<file path="config.mk">
export PLATFORM = sky130hd
export DESIGN_NAME = egpm_pin_mux
export DESIGN_NICKNAME = d
export VERILOG_FILES = /design/src/design/egpm_pkg.sv /design/src/design/egpm_pin_cell.sv /design/src/design/egpm_pin_mux.sv
export VERILOG_INCLUDE_DIRS = /design/src /design/src/design
export SDC_FILE = /design/constraint.sdc
export NUM_CORES = 1
export LEC_CHECK = 0
export BUFFER_PORTS_ARGS = -buffer_cell sky130_fd_sc_hd__buf_2
export CAP_MARGIN = 20
export CORE_MARGIN = 1
export CORE_UTILIZATION = 54
export DETAILED_ROUTE_END_ITERATION = 10
export PLACE_DENSITY = 0.87
export SLEW_MARGIN = 20
export SYNTH_ARGS = -nofsm -noshare
export SYNTH_HDL_FRONTEND = slang
export SYNTH_SLANG_ARGS = --single-unit
export TNS_END_PERCENT = 5
</file>
<file path="constraint.sdc">
create_clock -name pclk -period 2.2 [get_ports pclk]
set_input_delay 0.33 -clock pclk [delete_from_list [all_inputs] [get_ports pclk]]
set_output_delay 0.33 -clock pclk [all_outputs]
set_load 0.05 [all_outputs]
</file>
<file path="src/design/egpm_regs.svh">
// Register offsets, field positions, reset values and counts for the
// shared memory-bus / port pin block.
// Assumes an APB slave with 32-bit data and byte addresses.
//
// Summary of operation
// - Port B pin zero: software GPIO input or output
// - Idle top address line and strobes follow drive bit
// - Reset function of pin zero from boot straps
// - Peripheral-enable write always overrides the strap choice
// - Clearing port B pull-up bit 0 disables pull-up
// - Seven low data pins carry memory data
// - Idle data pins driven or floated per drive bit
// - Each shared port F pin individually input/output
// - Port F shared pins reset to data bus
// - Port F pull-up bits, lowest pin bit 9

`ifndef EGPM_REGS_SVH
`define EGPM_REGS_SVH

// Byte offsets
`define EGPM_BUS_CONTROL_OFF 8'h00
`define EGPM_PB_PERIPH_OFF 8'h04
`define EGPM_PB_DIR_OFF 8'h08
`define EGPM_PB_DATA_OFF 8'h0c
`define EGPM_PB_PULLUP_OFF 8'h10
`define EGPM_PB_PIN_OFF 8'h14
`define EGPM_PF_PERIPH_OFF 8'h18
`define EGPM_PF_DIR_OFF 8'h1c
`define EGPM_PF_DATA_OFF 8'h20
`define EGPM_PF_PULLUP_OFF 8'h24
`define EGPM_PF_PIN_OFF 8'h28
`define EGPM_STATUS_OFF 8'h2c

// Field positions
`define EGPM_DRIVE_BIT 0
`define EGPM_PB_BIT 0
`define EGPM_PF_LSB 9
`define EGPM_PF_MSB 15
`define EGPM_ST_STRAP_ADDR 0
`define EGPM_ST_STRAP_DONE 1
`define EGPM_ST_BUS_ACTIVE 2

// Reset values
`define EGPM_BUS_CONTROL_RST 1'b0
`define EGPM_PB_PULLUP_RST 1'b1
`define EGPM_PF_PERIPH_RST 7'h7f
`define EGPM_PF_PULLUP_RST 7'h7f

// Cycles the strap synchronisers need before the straps are trusted
`define EGPM_STRAP_SETTLE 2'h3

`endif

</file>
<file path="src/design/egpm_pkg.sv">
// Types for the shared memory-bus / port pin block.
// Assumes nothing of its surroundings.
package egpm_pkg;

  // Phases of the start-up strap capture
  typedef enum logic [1:0] {
    EGPM_STRAP_WAIT,
    EGPM_STRAP_LOAD,
    EGPM_STRAP_DONE
  } egpm_strap_state_t;

endpackage

</file>
<file path="src/design/egpm_pin_cell.sv">
// Output mux and input synchroniser for a group of shared pins.
// Assumes select, direction and data come from pclk logic; pin_in is
// asynchronous and is synchronised here.
module egpm_pin_cell #(
  parameter int W = 1
) (
  input wire logic pclk,
  input wire logic presetn,
  input wire logic [W-1:0] periph_sel,
  input wire logic [W-1:0] gpio_dir,
  input wire logic [W-1:0] gpio_dout,
  input wire logic [W-1:0] emi_dout,
  input wire logic [W-1:0] emi_drive,
  input wire logic [W-1:0] pin_in,
  output logic [W-1:0] pin_out,
  output logic [W-1:0] pin_oe_n,
  output logic [W-1:0] pin_sync
);

  logic [W-1:0] out_d;
  logic [W-1:0] oe_n_d;
  logic [W-1:0] meta_q;
  logic [W-1:0] sync_q;

  // Peripheral selects memory bus, otherwise port direction/data
  assign out_d = (periph_sel & emi_dout) | (~periph_sel & gpio_dout);
  assign oe_n_d = ~((periph_sel & emi_drive) | (~periph_sel & gpio_dir));

  // Outputs registered; floated during reset so pull-ups hold the pins
  always_ff @(posedge pclk or negedge presetn) begin
    if (!presetn) begin
      pin_out <= '0;
      pin_oe_n <= '1;
    end else begin
      pin_out <= out_d;
      pin_oe_n <= oe_n_d;
    end
  end

  // Two-stage synchroniser; only sync_q is read downstream
  always_ff @(posedge pclk or negedge presetn) begin
    if (!presetn) begin
      meta_q <= '0;
      sync_q <= '0;
    end else begin
      meta_q <= pin_in;
      sync_q <= meta_q;
    end
  end

  assign pin_sync = sync_q;

endmodule

</file>
<file path="src/design/egpm_pin_mux.sv">
// Shared pin logic: top address line on port B pin zero, data lines
// zero to six on port F pins nine to fifteen, plus the idle drive of
// the read and write strobes. Registers reached over APB.
// Assumes the memory interface runs on pclk; pins and straps are
// asynchronous and pass two flip-flops before use.
`include "egpm_regs.svh"

module egpm_pin_mux #(
  parameter int AW = 8
) (
  input wire logic pclk,
  input wire logic presetn,
  // APB slave
  input wire logic psel,
  input wire logic penable,
  input wire logic pwrite,
  input wire logic [AW-1:0] paddr,
  input wire logic [31:0] pwdata,
  output logic [31:0] prdata,
  output logic pready,
  output logic pslverr,
  // Boot straps
  input wire logic external_boot_input,
  input wire logic memory_interface_mode_input,
  input wire logic flash_secure_input,
  // Memory interface side
  input wire logic emi_bus_active,
  input wire logic top_address_line,
  input wire logic [6:0] emi_data_out,
  input wire logic emi_data_write,
  input wire logic emi_read_strobe_n,
  input wire logic emi_write_strobe_n,
  output logic [6:0] emi_data_in,
  // Port B pin zero
  input wire logic port_b_pin_zero_in,
  output logic port_b_pin_zero_out,
  output logic port_b_pin_zero_oe_n,
  output logic port_b_pin_zero_pullup,
  // Data line zero to six, port F pins nine to fifteen
  input wire logic [6:0] port_f_pin_in,
  output logic [6:0] port_f_pin_out,
  output logic [6:0] port_f_pin_oe_n,
  output logic [6:0] port_f_pin_pullup,
  // Read and write strobes
  output logic read_strobe_n_out,
  output logic read_strobe_n_oe_n,
  output logic write_strobe_n_out,
  output logic write_strobe_n_oe_n
);

  // Register state
  logic bus_drive_select_q;
  logic port_b_peripheral_enable_q;
  logic port_b_peripheral_enable_d;
  logic pb_per_written_q;
  logic pb_dir_q;
  logic pb_data_q;
  logic port_b_pullup_enable_q;
  logic [6:0] pf_per_q;
  logic [6:0] pf_dir_q;
  logic [6:0] pf_data_q;
  logic [6:0] port_f_pullup_enable_q;
  logic [31:0] prdata_q;
  logic pslverr_q;

  // Strap synchronisers and capture
  logic [2:0] strap_meta_q;
  logic [2:0] strap_sync_q;
  logic strap_addr;
  logic strap_addr_q;
  logic [1:0] strap_cnt_q;
  egpm_pkg::egpm_strap_state_t strap_state_q;
  egpm_pkg::egpm_strap_state_t strap_state_d;
  logic strap_load;

  // Pin side
  logic pb_sync;
  logic [6:0] pf_sync;
  logic addr_drive;
  logic [6:0] data_drive;
  logic strobe_drive;

  // Offset match, used by every register decode
  function automatic logic reg_hit(input logic [AW-1:0] addr, input logic [7:0] off);
    reg_hit = (addr == AW'(off));
  endfunction

  // APB phase decode
  logic setup_ph;
  logic wr_acc;
  assign setup_ph = psel && !penable;
  assign wr_acc = psel && penable && pwrite;

  // Register selects
  logic hit_bcr;
  logic hit_pb_per;
  logic hit_pb_dir;
  logic hit_pb_data;
  logic hit_pb_pur;
  logic hit_pb_pin;
  logic hit_pf_per;
  logic hit_pf_dir;
  logic hit_pf_data;
  logic hit_pf_pur;
  logic hit_pf_pin;
  logic hit_status;
  logic hit_any;
  assign hit_bcr = reg_hit(paddr, `EGPM_BUS_CONTROL_OFF);
  assign hit_pb_per = reg_hit(paddr, `EGPM_PB_PERIPH_OFF);
  assign hit_pb_dir = reg_hit(paddr, `EGPM_PB_DIR_OFF);
  assign hit_pb_data = reg_hit(paddr, `EGPM_PB_DATA_OFF);
  assign hit_pb_pur = reg_hit(paddr, `EGPM_PB_PULLUP_OFF);
  assign hit_pb_pin = reg_hit(paddr, `EGPM_PB_PIN_OFF);
  assign hit_pf_per = reg_hit(paddr, `EGPM_PF_PERIPH_OFF);
  assign hit_pf_dir = reg_hit(paddr, `EGPM_PF_DIR_OFF);
  assign hit_pf_data = reg_hit(paddr, `EGPM_PF_DATA_OFF);
  assign hit_pf_pur = reg_hit(paddr, `EGPM_PF_PULLUP_OFF);
  assign hit_pf_pin = reg_hit(paddr, `EGPM_PF_PIN_OFF);
  assign hit_status = reg_hit(paddr, `EGPM_STATUS_OFF);
  assign hit_any = hit_bcr | hit_pb_per | hit_pb_dir | hit_pb_data | hit_pb_pur
                 | hit_pb_pin | hit_pf_per | hit_pf_dir | hit_pf_data | hit_pf_pur
                 | hit_pf_pin | hit_status;

  // Write strobes, taken only on the access-phase edge
  logic wr_bcr;
  logic wr_pb_per;
  logic wr_pb_dir;
  logic wr_pb_data;
  logic wr_pb_pur;
  logic wr_pf_per;
  logic wr_pf_dir;
  logic wr_pf_data;
  logic wr_pf_pur;
  assign wr_bcr = wr_acc && hit_bcr;
  assign wr_pb_per = wr_acc && hit_pb_per;
  assign wr_pb_dir = wr_acc && hit_pb_dir;
  assign wr_pb_data = wr_acc && hit_pb_data;
  assign wr_pb_pur = wr_acc && hit_pb_pur;
  assign wr_pf_per = wr_acc && hit_pf_per;
  assign wr_pf_dir = wr_acc && hit_pf_dir;
  assign wr_pf_data = wr_acc && hit_pf_data;
  assign wr_pf_pur = wr_acc && hit_pf_pur;

  // Port F fields sit in bits nine to fifteen of their registers
  logic [6:0] wr_pf_field;
  assign wr_pf_field = pwdata[`EGPM_PF_MSB:`EGPM_PF_LSB];

  // Read mux, prepared in the setup phase so prdata comes from a flop
  logic [31:0] rd_mux;
  logic [31:0] status_word;
  assign status_word = {29'h0, emi_bus_active,
                        strap_state_q == egpm_pkg::EGPM_STRAP_DONE, strap_addr_q};
  assign rd_mux = hit_bcr ? {31'h0, bus_drive_select_q} :
                  hit_pb_per ? {31'h0, port_b_peripheral_enable_q} :
                  hit_pb_dir ? {31'h0, pb_dir_q} :
                  hit_pb_data ? {31'h0, pb_data_q} :
                  hit_pb_pur ? {31'h0, port_b_pullup_enable_q} :
                  hit_pb_pin ? {31'h0, pb_sync} :
                  hit_pf_per ? {16'h0, pf_per_q, 9'h0} :
                  hit_pf_dir ? {16'h0, pf_dir_q, 9'h0} :
                  hit_pf_data ? {16'h0, pf_data_q, 9'h0} :
                  hit_pf_pur ? {16'h0, port_f_pullup_enable_q, 9'h0} :
                  hit_pf_pin ? {16'h0, pf_sync, 9'h0} :
                  hit_status ? status_word :
                  32'h0;

  // Read data and error latched in setup; answer is zero-wait
  always_ff @(posedge pclk or negedge presetn) begin
    if (!presetn) begin
      prdata_q <= 32'h0;
      pslverr_q <= 1'b0;
    end else if (setup_ph) begin
      prdata_q <= rd_mux;
      pslverr_q <= !hit_any;
    end
  end

  assign prdata = prdata_q;
  assign pready = 1'b1;
  assign pslverr = pslverr_q && psel && penable;

  // Bus control: drive bit resets to float; software is expected to set it
  always_ff @(posedge pclk or negedge presetn) begin
    if (!presetn) begin
      bus_drive_select_q <= `EGPM_BUS_CONTROL_RST;
    end else if (wr_bcr) begin
      bus_drive_select_q <= pwdata[`EGPM_DRIVE_BIT];
    end
  end

  // Straps come from pins: two flops before anything reads them
  always_ff @(posedge pclk or negedge presetn) begin
    if (!presetn) begin
      strap_meta_q <= 3'h0;
      strap_sync_q <= 3'h0;
    end else begin
      strap_meta_q <= {flash_secure_input, memory_interface_mode_input,
                       external_boot_input};
      strap_sync_q <= strap_meta_q;
    end
  end

  // Address function at start-up: external boot, or memory mode while
  // the flash is not secured
  assign strap_addr = strap_sync_q[0] | (strap_sync_q[1] & ~strap_sync_q[2]);

  // Strap capture sequencer; waits for the synchronisers to fill
  always_comb begin
    strap_state_d = strap_state_q;
    unique case (strap_state_q)
      egpm_pkg::EGPM_STRAP_WAIT: begin
        if (strap_cnt_q == `EGPM_STRAP_SETTLE) begin
          strap_state_d = egpm_pkg::EGPM_STRAP_LOAD;
        end
      end
      egpm_pkg::EGPM_STRAP_LOAD: begin
        strap_state_d = egpm_pkg::EGPM_STRAP_DONE;
      end
      egpm_pkg::EGPM_STRAP_DONE: begin
        strap_state_d = egpm_pkg::EGPM_STRAP_DONE;
      end
      default: begin
        strap_state_d = egpm_pkg::EGPM_STRAP_WAIT;
      end
    endcase
  end

  assign strap_load = strap_state_q == egpm_pkg::EGPM_STRAP_LOAD;

  always_ff @(posedge pclk or negedge presetn) begin
    if (!presetn) begin
      strap_state_q <= egpm_pkg::EGPM_STRAP_WAIT;
      strap_cnt_q <= 2'h0;
    end else begin
      strap_state_q <= strap_state_d;
      if (strap_state_q == egpm_pkg::EGPM_STRAP_WAIT) begin
        strap_cnt_q <= strap_cnt_q + 2'h1;
      end
    end
  end

  // Strap result kept for status; caught by a clock edge, not by reset
  always_ff @(posedge pclk or negedge presetn) begin
    if (!presetn) begin
      strap_addr_q <= 1'b0;
    end else if (strap_load) begin
      strap_addr_q <= strap_addr;
    end
  end

  // A software write always wins; an early write also blocks the strap
  // load so the user's choice is never overwritten afterwards
  assign port_b_peripheral_enable_d =
    wr_pb_per ? pwdata[`EGPM_PB_BIT] :
    (strap_load && !pb_per_written_q) ? strap_addr :
    port_b_peripheral_enable_q;

  // Pin is a port input until the straps are known
  always_ff @(posedge pclk or negedge presetn) begin
    if (!presetn) begin
      port_b_peripheral_enable_q <= 1'b0;
      pb_per_written_q <= 1'b0;
    end else begin
      port_b_peripheral_enable_q <= port_b_peripheral_enable_d;
      if (wr_pb_per) begin
        pb_per_written_q <= 1'b1;
      end
    end
  end

  // Port B direction, data and pull-up
  always_ff @(posedge pclk or negedge presetn) begin
    if (!presetn) begin
      pb_dir_q <= 1'b0;
      pb_data_q <= 1'b0;
      port_b_pullup_enable_q <= `EGPM_PB_PULLUP_RST;
    end else begin
      if (wr_pb_dir) begin
        pb_dir_q <= pwdata[`EGPM_PB_BIT];
      end
      if (wr_pb_data) begin
        pb_data_q <= pwdata[`EGPM_PB_BIT];
      end
      if (wr_pb_pur) begin
        port_b_pullup_enable_q <= pwdata[`EGPM_PB_BIT];
      end
    end
  end

  // Port F select, direction, data and pull-ups; bus function at reset
  always_ff @(posedge pclk or negedge presetn) begin
    if (!presetn) begin
      pf_per_q <= `EGPM_PF_PERIPH_RST;
      pf_dir_q <= 7'h0;
      pf_data_q <= 7'h0;
      port_f_pullup_enable_q <= `EGPM_PF_PULLUP_RST;
    end else begin
      if (wr_pf_per) begin
        pf_per_q <= wr_pf_field;
      end
      if (wr_pf_dir) begin
        pf_dir_q <= wr_pf_field;
      end
      if (wr_pf_data) begin
        pf_data_q <= wr_pf_field;
      end
      if (wr_pf_pur) begin
        port_f_pullup_enable_q <= wr_pf_field;
      end
    end
  end

  // Pull-up controls go straight out of their registers
  assign port_b_pin_zero_pullup = port_b_pullup_enable_q;
  assign port_f_pin_pullup = port_f_pullup_enable_q;

  // Address and strobes drive during a cycle; when idle the drive bit
  // decides whether they hold their level or float
  assign addr_drive = emi_bus_active | bus_drive_select_q;
  assign strobe_drive = emi_bus_active | bus_drive_select_q;

  // Data drives only for writes in a cycle; floats on reads so the
  // memory can answer; idle follows the drive bit
  assign data_drive = {7{emi_bus_active ? emi_data_write : bus_drive_select_q}};

  egpm_pin_cell #(
    .W(1)
  ) u_port_b (
    .pclk(pclk),
    .presetn(presetn),
    .periph_sel(port_b_peripheral_enable_q),
    .gpio_dir(pb_dir_q),
    .gpio_dout(pb_data_q),
    .emi_dout(top_address_line),
    .emi_drive(addr_drive),
    .pin_in(port_b_pin_zero_in),
    .pin_out(port_b_pin_zero_out),
    .pin_oe_n(port_b_pin_zero_oe_n),
    .pin_sync(pb_sync)
  );

  egpm_pin_cell #(
    .W(7)
  ) u_port_f (
    .pclk(pclk),
    .presetn(presetn),
    .periph_sel(pf_per_q),
    .gpio_dir(pf_dir_q),
    .gpio_dout(pf_data_q),
    .emi_dout(emi_data_out),
    .emi_drive(data_drive),
    .pin_in(port_f_pin_in),
    .pin_out(port_f_pin_out),
    .pin_oe_n(port_f_pin_oe_n),
    .pin_sync(pf_sync)
  );

  // Read data back to the memory interface, zero where a pin is GPIO
  assign emi_data_in = pf_sync & pf_per_q;

  // Strobes registered like the shared pins to keep skew matched
  always_ff @(posedge pclk or negedge presetn) begin
    if (!presetn) begin
      read_strobe_n_out <= 1'b1;
      read_strobe_n_oe_n <= 1'b1;
      write_strobe_n_out <= 1'b1;
      write_strobe_n_oe_n <= 1'b1;
    end else begin
      read_strobe_n_out <= emi_read_strobe_n;
      read_strobe_n_oe_n <= !strobe_drive;
      write_strobe_n_out <= emi_write_strobe_n;
      write_strobe_n_oe_n <= !strobe_drive;
    end
  end

endmodule

</file>
After elaboration in Yosys (flattened, before gate mapping):

Cells that the tools add are included.

* shift operators: 0
* mux-type cells: 17
* eq/ne operators: 15
* multiply operators: 0
* divide/modulo/power cells: 0
* bitwise operators: 32
* magnitude comparators: 0
* reduce and logical (&&, ||, !) cells: 23
* add/sub/neg operators: 1

Operator list (number)
* $mux W16: 11
* $and A7 B7 Y7: 5
* $eq A8 B5 Y1 const B: 4
* $eq A8 B6 Y1 const B: 4
* $eq A8 B4 Y1 const B: 2
* $logic_and A1 B1 Y1: 15
* $or A1 B1 Y1: 15
* $not A7 Y7: 2
* $or A7 B7 Y7: 2
* $eq A8 B3 Y1 const B: 1
* $logic_not A8 Y1: 1
* $and A1 B1 Y1: 5
* $eq A2 B2 Y1 const B: 2
* $logic_not A1 Y1: 4
* $pmux W2 S2: 1
* $mux W1: 3
* $mux W3: 1
* $not A1 Y1: 3
* $add A2 B1 Y2 const B: 1
* $eq A2 B1 Y1 const B: 1
* $logic_not A2 Y1: 1
* $mux W2: 1
* $ne A2 B2 Y1 const B: 1
* $reduce_bool A2 Y1: 1
* $reduce_or A2 Y1: 1

* memories kept: 0
* latch bits: 0
* register bits: 113
* input bits: 68
* bits in read-only memories: 0
* word-level logic and storage cells: 116
* memory bits (writable): 0

Depth between registers and ports, before layout:

Gate-level depths: netlist of run 1.

* depth in word-level cells: 13
* mapped depth: 6

Cells and area by module:

From an unflattened synthesis of run 1, not the netlist that was laid out.

* cell total of the unflattened synthesis: 320
* area, all modules: 4091.4 sq um

By module, submodules not included
* egpm_pin_mux: cells an instance 272, times used 1, area an instance 3080.5 sq um
* egpm_pin_cell at u_port_f: cells an instance 42, times used 1, area an instance 884.6 sq um
* egpm_pin_cell at u_port_b: cells an instance 6, times used 1, area an instance 126.4 sq um

Worst setup path before layout of run 1:

Ideal clock, no wire load.

* path type: input port to flip-flop
* start: in paddr[3]
* end: reg bus_drive_select_q
* path buffers: 2
* data arrival time: 1412 ps
* cell stages on the path: 5
* setup time: 127 ps
* setup slack: 660 ps
* required time: 2073 ps
* cells stage by stage: buf_4 > nor4_2 > buf_2 > nand2_1 > mux2_1

* cells in the longest elaborated chain, start to end: 2

RTL lines
* from (decl): line egpm_pin_mux.sv:17 `input wire logic [AW-1:0] paddr,`
* $logic_not A8 Y1: line egpm_pin_mux.sv:85 `reg_hit = (addr == AW'(off));`
* $logic_and A1 B1 Y1: line egpm_pin_mux.sv:134 `assign wr_bcr = wr_acc && hit_bcr;`
* to (signal assigned): line egpm_pin_mux.sv:185 `` bus_drive_select_q <= `EGPM_BUS_CONTROL_RST; ``
* to (signal assigned): line egpm_pin_mux.sv:187 `` bus_drive_select_q <= pwdata[`EGPM_DRIVE_BIT]; ``
* to (decl): line egpm_pin_mux.sv:52 `logic bus_drive_select_q;`

Every way passes these cells.
A chain may end at the register's enable or synchronous reset.

Worst setup path after layout of run 1:

* start: reg pf_per_q[3]
* end: out emi_data_in[3]

* cells in the longest elaborated chain, start to end: 1

RTL lines
* from (decl): line egpm_pin_mux.sv:59 `logic [6:0] pf_per_q;`
* from (signal assigned): line egpm_pin_mux.sv:293 `` pf_per_q <= `EGPM_PF_PERIPH_RST; ``
* from (signal assigned): line egpm_pin_mux.sv:299 `pf_per_q <= wr_pf_field;`
* $and A7 B7 Y7: line egpm_pin_mux.sv:359 `assign emi_data_in = pf_sync & pf_per_q;`
* to (decl): line egpm_pin_mux.sv:33 `output logic [6:0] emi_data_in,`

Every way passes these cells.

==> impl_metrics.csv, run 1 <==
group,metric,value,unit
final_layout,fin_nets,498,
pwr,ir_worst_vdd,0.6698,mV
synthesis,synth_seq_cells,91,
grt,grt_pass1_vias,2893,
floorplanning,io_pins,137,
synthesis,ys.flop_type,"dfrtp_1",
sta,period_share,78.07,%
setup_path,arrival,1.39,ns
routing,drc_errors,0,
grt,antenna_found_initial,0,
sta,maxSlewHeadroom,65.63,%
clocking,path_clk_slew,0.09,ns
floorplanning,die_area,0.008026,mm^2
pwr,leakagePower,2.434,nW
clocking,clock_latency,0.37,ns
synthesis,postSynthCellCount,326,
sta,fin_setup_tns,0,ns
flow_run,cap_violations,0,
sta,slew_viol_final,0,
routing,drt-total-wl,9314,um
setup_path,critPathLaunchType,"flop",
placement,post_dp_cell_area,0.004649,mm^2
synthesis,synth-async-reset-ratio,100.0,%
grt,grt_pass1_wl,14520,um
synthesis,avgSynthCellArea,12.71,um^2
final_layout,antenna_cells,0,
clocking,cts-root-buf,"clkbuf_8",
routing,vias_per_cell,5.457,
setup_path,crit_path_max_fanout,6,
routing,via_count,2887,
setup_path,cp-end-kind,"output pin",
final_layout,drive_above_1_share,43.95,%
floorplanning,die_x,89.59,um
floorplanning,core,0.007331,mm^2
sta,finClkSkew,0.006947,ns
clocking,cts_buffers,9,
floorplanning,rows,31,
setup_path,critPathTopFamily,"flip-flops",
sta,worst_pin_slew,0.5133,ns
setup_path,required,1.87,ns
setup_path,cpPeakStageDelay,0.61,ns
floorplanning,die_h,89.59,um
sta,whs,0.04549,ns
routing,wl_per_cell,17.61,um
synthesis,netlist_area,0.004143,mm^2
synthesis,synth.distinct_cells,43,
sta,max_freq,0.5823,GHz
clocking,cts_resized,0,
clocking,cts_hold_buf,1,
routing,ant_nets,0,
floorplanning,start_util,56.51,%
placement,place_congestion,0.8071,
clocking,cts_buffer_depth,2,
hold_path,min_path_type,"in2reg",
grt,grt_max_degree,34,
grt,grt_overflow,0,
routing,dr.pass1.iters,5,
synthesis,synth-seq-area-share,55.75,%
final_layout,syn_to_final_growth,17.85,%
synthesis,synth_warnings,0,
pwr,total_power,3.394,mW
sta,finalSetupViolCount,0,
clocking,cts_sinks,91,
sta,fin_ws,0.4826,ns
status,status,"finished, final reports clean",
final_layout,final_area,0.004882,mm^2
setup_path,crit_type,"reg2out",
placement,place_hpwl,6553,um
pwr,power_density,695.1,mW/mm^2
synthesis,synth_edf_count,0,
clocking,cts_tree,"built",
sta,rsz0062_at_grt,"no",
clocking,postCtsSetupBuffers,0,
sta,finalHoldViolCount,0,
setup_path,crit_chain,"and2_1 > buf_2",
placement,dp_slack,0.3841,ns
placement,portBuffers,89,
grt,track_usage,25.38,%
sta,fin_crit,1.717,ns
routing,dr.first_iter.drc_count,139,
setup_path,cp_slowest_cell,"dfstp_2",
setup_path,critPathBufInv,1,
clocking,h-tree-depth,3,
## where the power goes
| group | internal (mW) | switching, mW | total (mW) |
|---|---|---|---|
| sequential | 1.73 | 0.0232 | 1.75 |
| combinational | 0.0943 | 0.287 | 0.381 |
| clock | 0.649 | 0.613 | 1.26 |
## routing by layer
layer  vias up  share of wire [%]  GRT usage (%)
met5         -                  0              0
met4         0                2.2          10.25
met3        24                7.6          6.581
met2       131                 49          41.12
met1      1434                 41          32.82
li1       1298                  -              -
## kinds of logic (layout without fill, tap and decap cells)
kind of cell | after synthesis | after routing | share of synthesized area (%)
flops | 91 | 91 | 55.75
simple gates | 89 | 89 | 13.59
compound gates | 49 | 49 | 7.732
mux | 47 | 47 | 14.56
buf+inv | 42 | 125 | 6.463
fa+ha+maj | 5 | 5 | 1.510
other cells | 2 | 23 | 0.1813
xor+xnor | 1 | 1 | 0.2115
## final timing paths
| path | end | from | cells after the start | slack, ns |
|---|---|---|---|---|
| max | emi_data_in[3] | pf_per_q[3]$_DFFE_PN1P_ | 2 | 0.48 |
| min | read_strobe_n_out$_DFF_PN1_ | emi_read_strobe_n | 1 | 0.05 |
| max reg2reg | port_b_peripheral_enable_q$_DFFE_PN0P_ | strap_state_q[1]$_DFFE_PN0P_ | 5 | 0.91 |
| min reg2reg | strap_sync_q[0]$_DFF_PN0_ | strap_meta_q[0]$_DFF_PN0_ | 0 | 0.35 |
| max in group asynchronous | port_f_pin_pullup[1]$_DFFE_PN1P_ | presetn | 3 | 1.06 |
| min in group asynchronous | u_port_f.pin_out[6]$_DFF_PN0_ | presetn | 2 | 0.44 |
## cell type report
type                    count  area, um^2
clock buffers               9       123.9
multi-input cells         214        1644
inverters                   5       18.77
fillers                   535        2449
flip-flops and latches     91        2310
well taps                  99       123.9
clock inverters             7       98.84
repair buffers            104       563.0
## worst reg2reg max path, delay by kind of cell, from the launching register on
kind                     cells  cell delay (ns)
flip-flops                   1             0.36
multiplexers                 1             0.31
adder cells (fa/ha/maj)      1             0.24
AO/OA/AOI/OAI                2             0.20
buffers and inverters        1             0.08
## Yosys cell counts (4+ instances only)
cell type | n | share of area, %
o21ai_0 | 19 | 2.3
buf_4 | 25 | 4.5
clkbuf_1 | 4 | 0.36
a21oi_1 | 5 | 0.60
nand2b_1 | 10 | 1.5
mux2_2 | 10 | 2.7
mux2i_1 | 4 | 0.97
dfstp_2 | 26 | 16
dfrtp_1 | 65 | 39
ha_1 | 5 | 1.5
inv_1 | 5 | 0.45
and2_1 | 9 | 1.4
a32o_1 | 6 | 1.4
nor2_1 | 9 | 0.82
o211ai_1 | 7 | 1.3
nand3_1 | 14 | 1.7
mux2_4 | 21 | 7.6
a22oi_1 | 6 | 1.1
nand2_1 | 22 | 2.0
mux2_1 | 12 | 3.3
buf_2 | 7 | 0.85
## cell usage in the layout, fill, tap and decap left out, types with 4 or more instances in the layout
master and n:
mux2_1 12, nand2_1 22, mux2i_1 4, clkbuf_8 9
nand3_1 14, mux2_4 21, a32o_1 6, buf_2 88
nand2b_1 10, dfrtp_1 65, ha_1 5, nor2_1 9
inv_1 5, a21oi_1 5, and2_1 9, o211ai_1 7
buf_4 15, conb_1 23, dfstp_2 26, mux2_2 10
o21ai_0 19, a22oi_1 6
## flip-flops by register name, indices dropped and copies added (netlist names), 2 cells and up
name / cells
pf_data_q: 7
pf_dir_q: 7
pf_per_q: 7
port_f_pin_pullup: 7
prdata: 10
strap_cnt_q: 2
strap_meta_q: 3
strap_state_q: 2
strap_sync_q: 3
u_port_f.meta_q: 7
u_port_f.pin_oe_n: 7
u_port_f.pin_out: 7
u_port_f.pin_sync: 7
## through the flow
| step | utilization [%] | std cells |
|---|---|---|
| 2_1_floorplan | - | 347 |
| 6_report | 66.60 | 529 |
| 3_5_place_dp | 63.42 | 512 |
| 3_3_place_gp | 63.42 | 512 |
| 5_1_grt | 66.60 | 529 |
| 4_1_cts | 66.60 | 529 |
Note: power is estimated with default switching activity, not from simulation.
==> inputs of run 2 (changes only) <==
Settings changed: CORE_UTILIZATION 54 to 51, PLACE_DENSITY 0.87 to 0.83.
Clock period 2.2 ns to 1.75 ns, I/O delays scaled along.
==> run 2 against run 1 <==
Effect of this change: count of clock-buffer cells in the layout stayed put; critical path depth stayed put; first-iteration DRC count is 18% lower; combinational power is 32% higher; cell count is 3.4% higher; global-route usage is 2.5 points lower; non-clock buffer count is 15 higher; sequential cell count stayed put; final area is 2.8% higher; sequential share of layout area is 1.3 points lower; hold slack better by 0.016 ns.
==> impl_metrics.csv, run 2 (synthesis results as in run 1) <==
group,metric,value,unit
status,status,"finished, final reports clean",
setup_path,crit_type,"reg2out",
sta,rsz0062_at_grt,"no",
setup_path,crit_chain,"and2_1 > buf_2",
sta,whs,0.06171,ns
setup_path,cp-end-kind,"output pin",
final_layout,syn_to_final_growth,21.20,%
clocking,cts_buffers,9,
floorplanning,core,0.007807,mm^2
floorplanning,die_x,92.13,um
final_layout,largest_reg_flops,10,
placement,place_congestion,0.8511,
pwr,total_power,4.137,mW
grt,grt_max_degree,52,
routing,drc_errors,0,
floorplanning,start_util,53.06,%
setup_path,crit_path_max_fanout,6,
floorplanning,die_area,0.008487,mm^2
final_layout,fin_nets,513,
sta,period_share,94.35,%
routing,drt-total-wl,8915,um
floorplanning,io_pins,137,
pwr,power_switching,1.154,mW
hold_path,min_path_type,"in2reg",
setup_path,arrival,1.39,ns
final_layout,drive_above_1_share,42.92,%
routing,dr.pass1.iters,4,
routing,routed.top_layer,"met4",
setup_path,startpoint,"pf_per_q[2]$_DFFE_PN1P_",
placement,dp_slack,0.02080,ns
routing,dr.first_iter.drc_count,114,
clocking,h-tree-depth,3,
grt,track_usage,22.91,%
setup_path,critPathBufInv,1,
sta,fin_ws,0.09888,ns
grt,grt_pass1_wl,14710,um
routing,vias_per_cell,5.300,
clocking,postCtsSetupBuffers,0,
clocking,path_clk_slew,0.09,ns
sta,max_freq,0.6057,GHz
pwr,clockPowerShare,34.7,%
sta,fin_setup_tns,0,ns
final_layout,final-seq-area,0.002310,mm^2
floorplanning,die_h,92.13,um
placement,portBuffers,89,
clocking,cts_tree,"built",
grt,antenna_found_initial,0,
setup_path,critPathLaunchType,"flop",
sta,finalHoldViolCount,0,
sta,fin_crit,1.651,ns
final_layout,fill_cells,601,
pwr,leakagePower,2.489,nW
sta,finalSetupViolCount,0,
routing,via_count,2899,
final_layout,final_cell_mix,"buf_2 (88), dfrtp_1 (65), dfstp_2 (26), conb_1 (23), nand2_1 (22)",
final_layout,final_common_cell,"buf_2",
setup_path,rr_startpoint,"strap_state_q[1]$_DFFE_PN0P_",
pwr,netSwitchingFraction,27.90,%
placement,place_hpwl,6303,um
grt,grt_overflow,0,
final_layout,multiInputGateArea,0.001644,mm^2
flow_run,cap_violations,0,
routing,route.met3.wl,633,um
clocking,cts_sinks,91,
routing,wl_per_cell,16.30,um
clocking,cts_buffer_depth,2,
floorplanning,rows,32,
pwr,seqPwrFrac,53.2,%
pwr,internal-power,2.983,mW
routing,wl_met1,3623,um
hold_path,min_from,"emi_bus_active",
routing,wl_met2,4500,um
sta,slew_viol_final,0,
pwr,ir_worst_vdd,0.6083,mV
pwr,power_density,824.0,mW/mm^2
sta,finClkSkew,0.008558,ns
setup_path,cp_slowest_cell,"dfstp_2",
final_layout,final_util,64.31,%
setup_path,cpPeakStageDelay,0.60,ns
setup_path,required,1.49,ns
pwr,combPwrFrac,12.1,%
grt,grt_pass1_vias,3016,
final_layout,antenna_cells,0,
clocking,cts_resized,0,
clocking,clock_latency,0.37,ns
routing,ant_nets,0,
setup_path,critPathTopFamily,"flip-flops",
clocking,cts-root-buf,"clkbuf_8",
==> run 2: cell types whose count changed in the layout (fill, tap and decap cells not counted) <==
cell           delta
dlygate4sd3_1    +13
buf_12            +1
inv_6             -1
clkinv_4          +1
buf_4             +1
clkinvlp_4        +1
bufinv_16         -1
==> run 2: metal layers <==
layer  track usage, %  vias up
met4            11.07        0
met3            5.638       15
li1                 -     1338
met5                0        -
met2            37.31      125
met1            28.63     1421
==> run 2: what timing repair did <==
action / in CTS / in global routing
endpoints found under the hold margin: 30 / 0
setup endpoints to repair: 0 / 0
hold buffers: 14 / 0
==> run 2: worst paths after layout <==
check / endpoint / slack (ns) / depth (start not counted)
hold reg to reg: strap_sync_q[0]$_DFF_PN0_ / 0.35 / 0
setup / recovery: emi_data_in[2] / 0.1 / 2
hold / removal: write_strobe_n_oe_n$_DFF_PN1_ / 0.06 / 2
min in group asynchronous: u_port_f.pin_out[4]$_DFF_PN0_ / 0.30 / 2
max in group asynchronous: write_strobe_n_oe_n$_DFF_PN1_ / 0.82 / 3
setup reg to reg: port_b_peripheral_enable_q$_DFFE_PN0P_ / 0.42 / 5
==> run 2: final cells by class <==
class	instances	share of cell area, %
multi-input cells	214	32.74
clock inverters	7	1.520
clock buffers	9	2.467
flip-flops and latches	91	46.00
inverters	5	0.3738
well taps	102	2.542
repair buffers	119	14.35
==> run 2: power groups by stage <==
| stage | clock (mW) | combinational [mW] | sequential [mW] |
|---|---|---|---|
| final | 1.43 | 0.502 | 2.20 |
| after floorplan | 0 | 0.273 | 2.30 |
| after global placement | 0 | 0.471 | 2.24 |
| after global routing | 1.56 | 0.540 | 2.21 |
| after CTS | 1.48 | 0.505 | 2.20 |
| after detailed placement | 0 | 0.479 | 2.24 |
==> run 2: through the flow <==
step / area, um^2 / instances
final: 5021 / 547
after global routing: 5021 / 547
after CTS: 5021 / 547
after detailed placement: 4681 / 517
after global placement: 4681 / 517
after floorplan: 4222 / 347
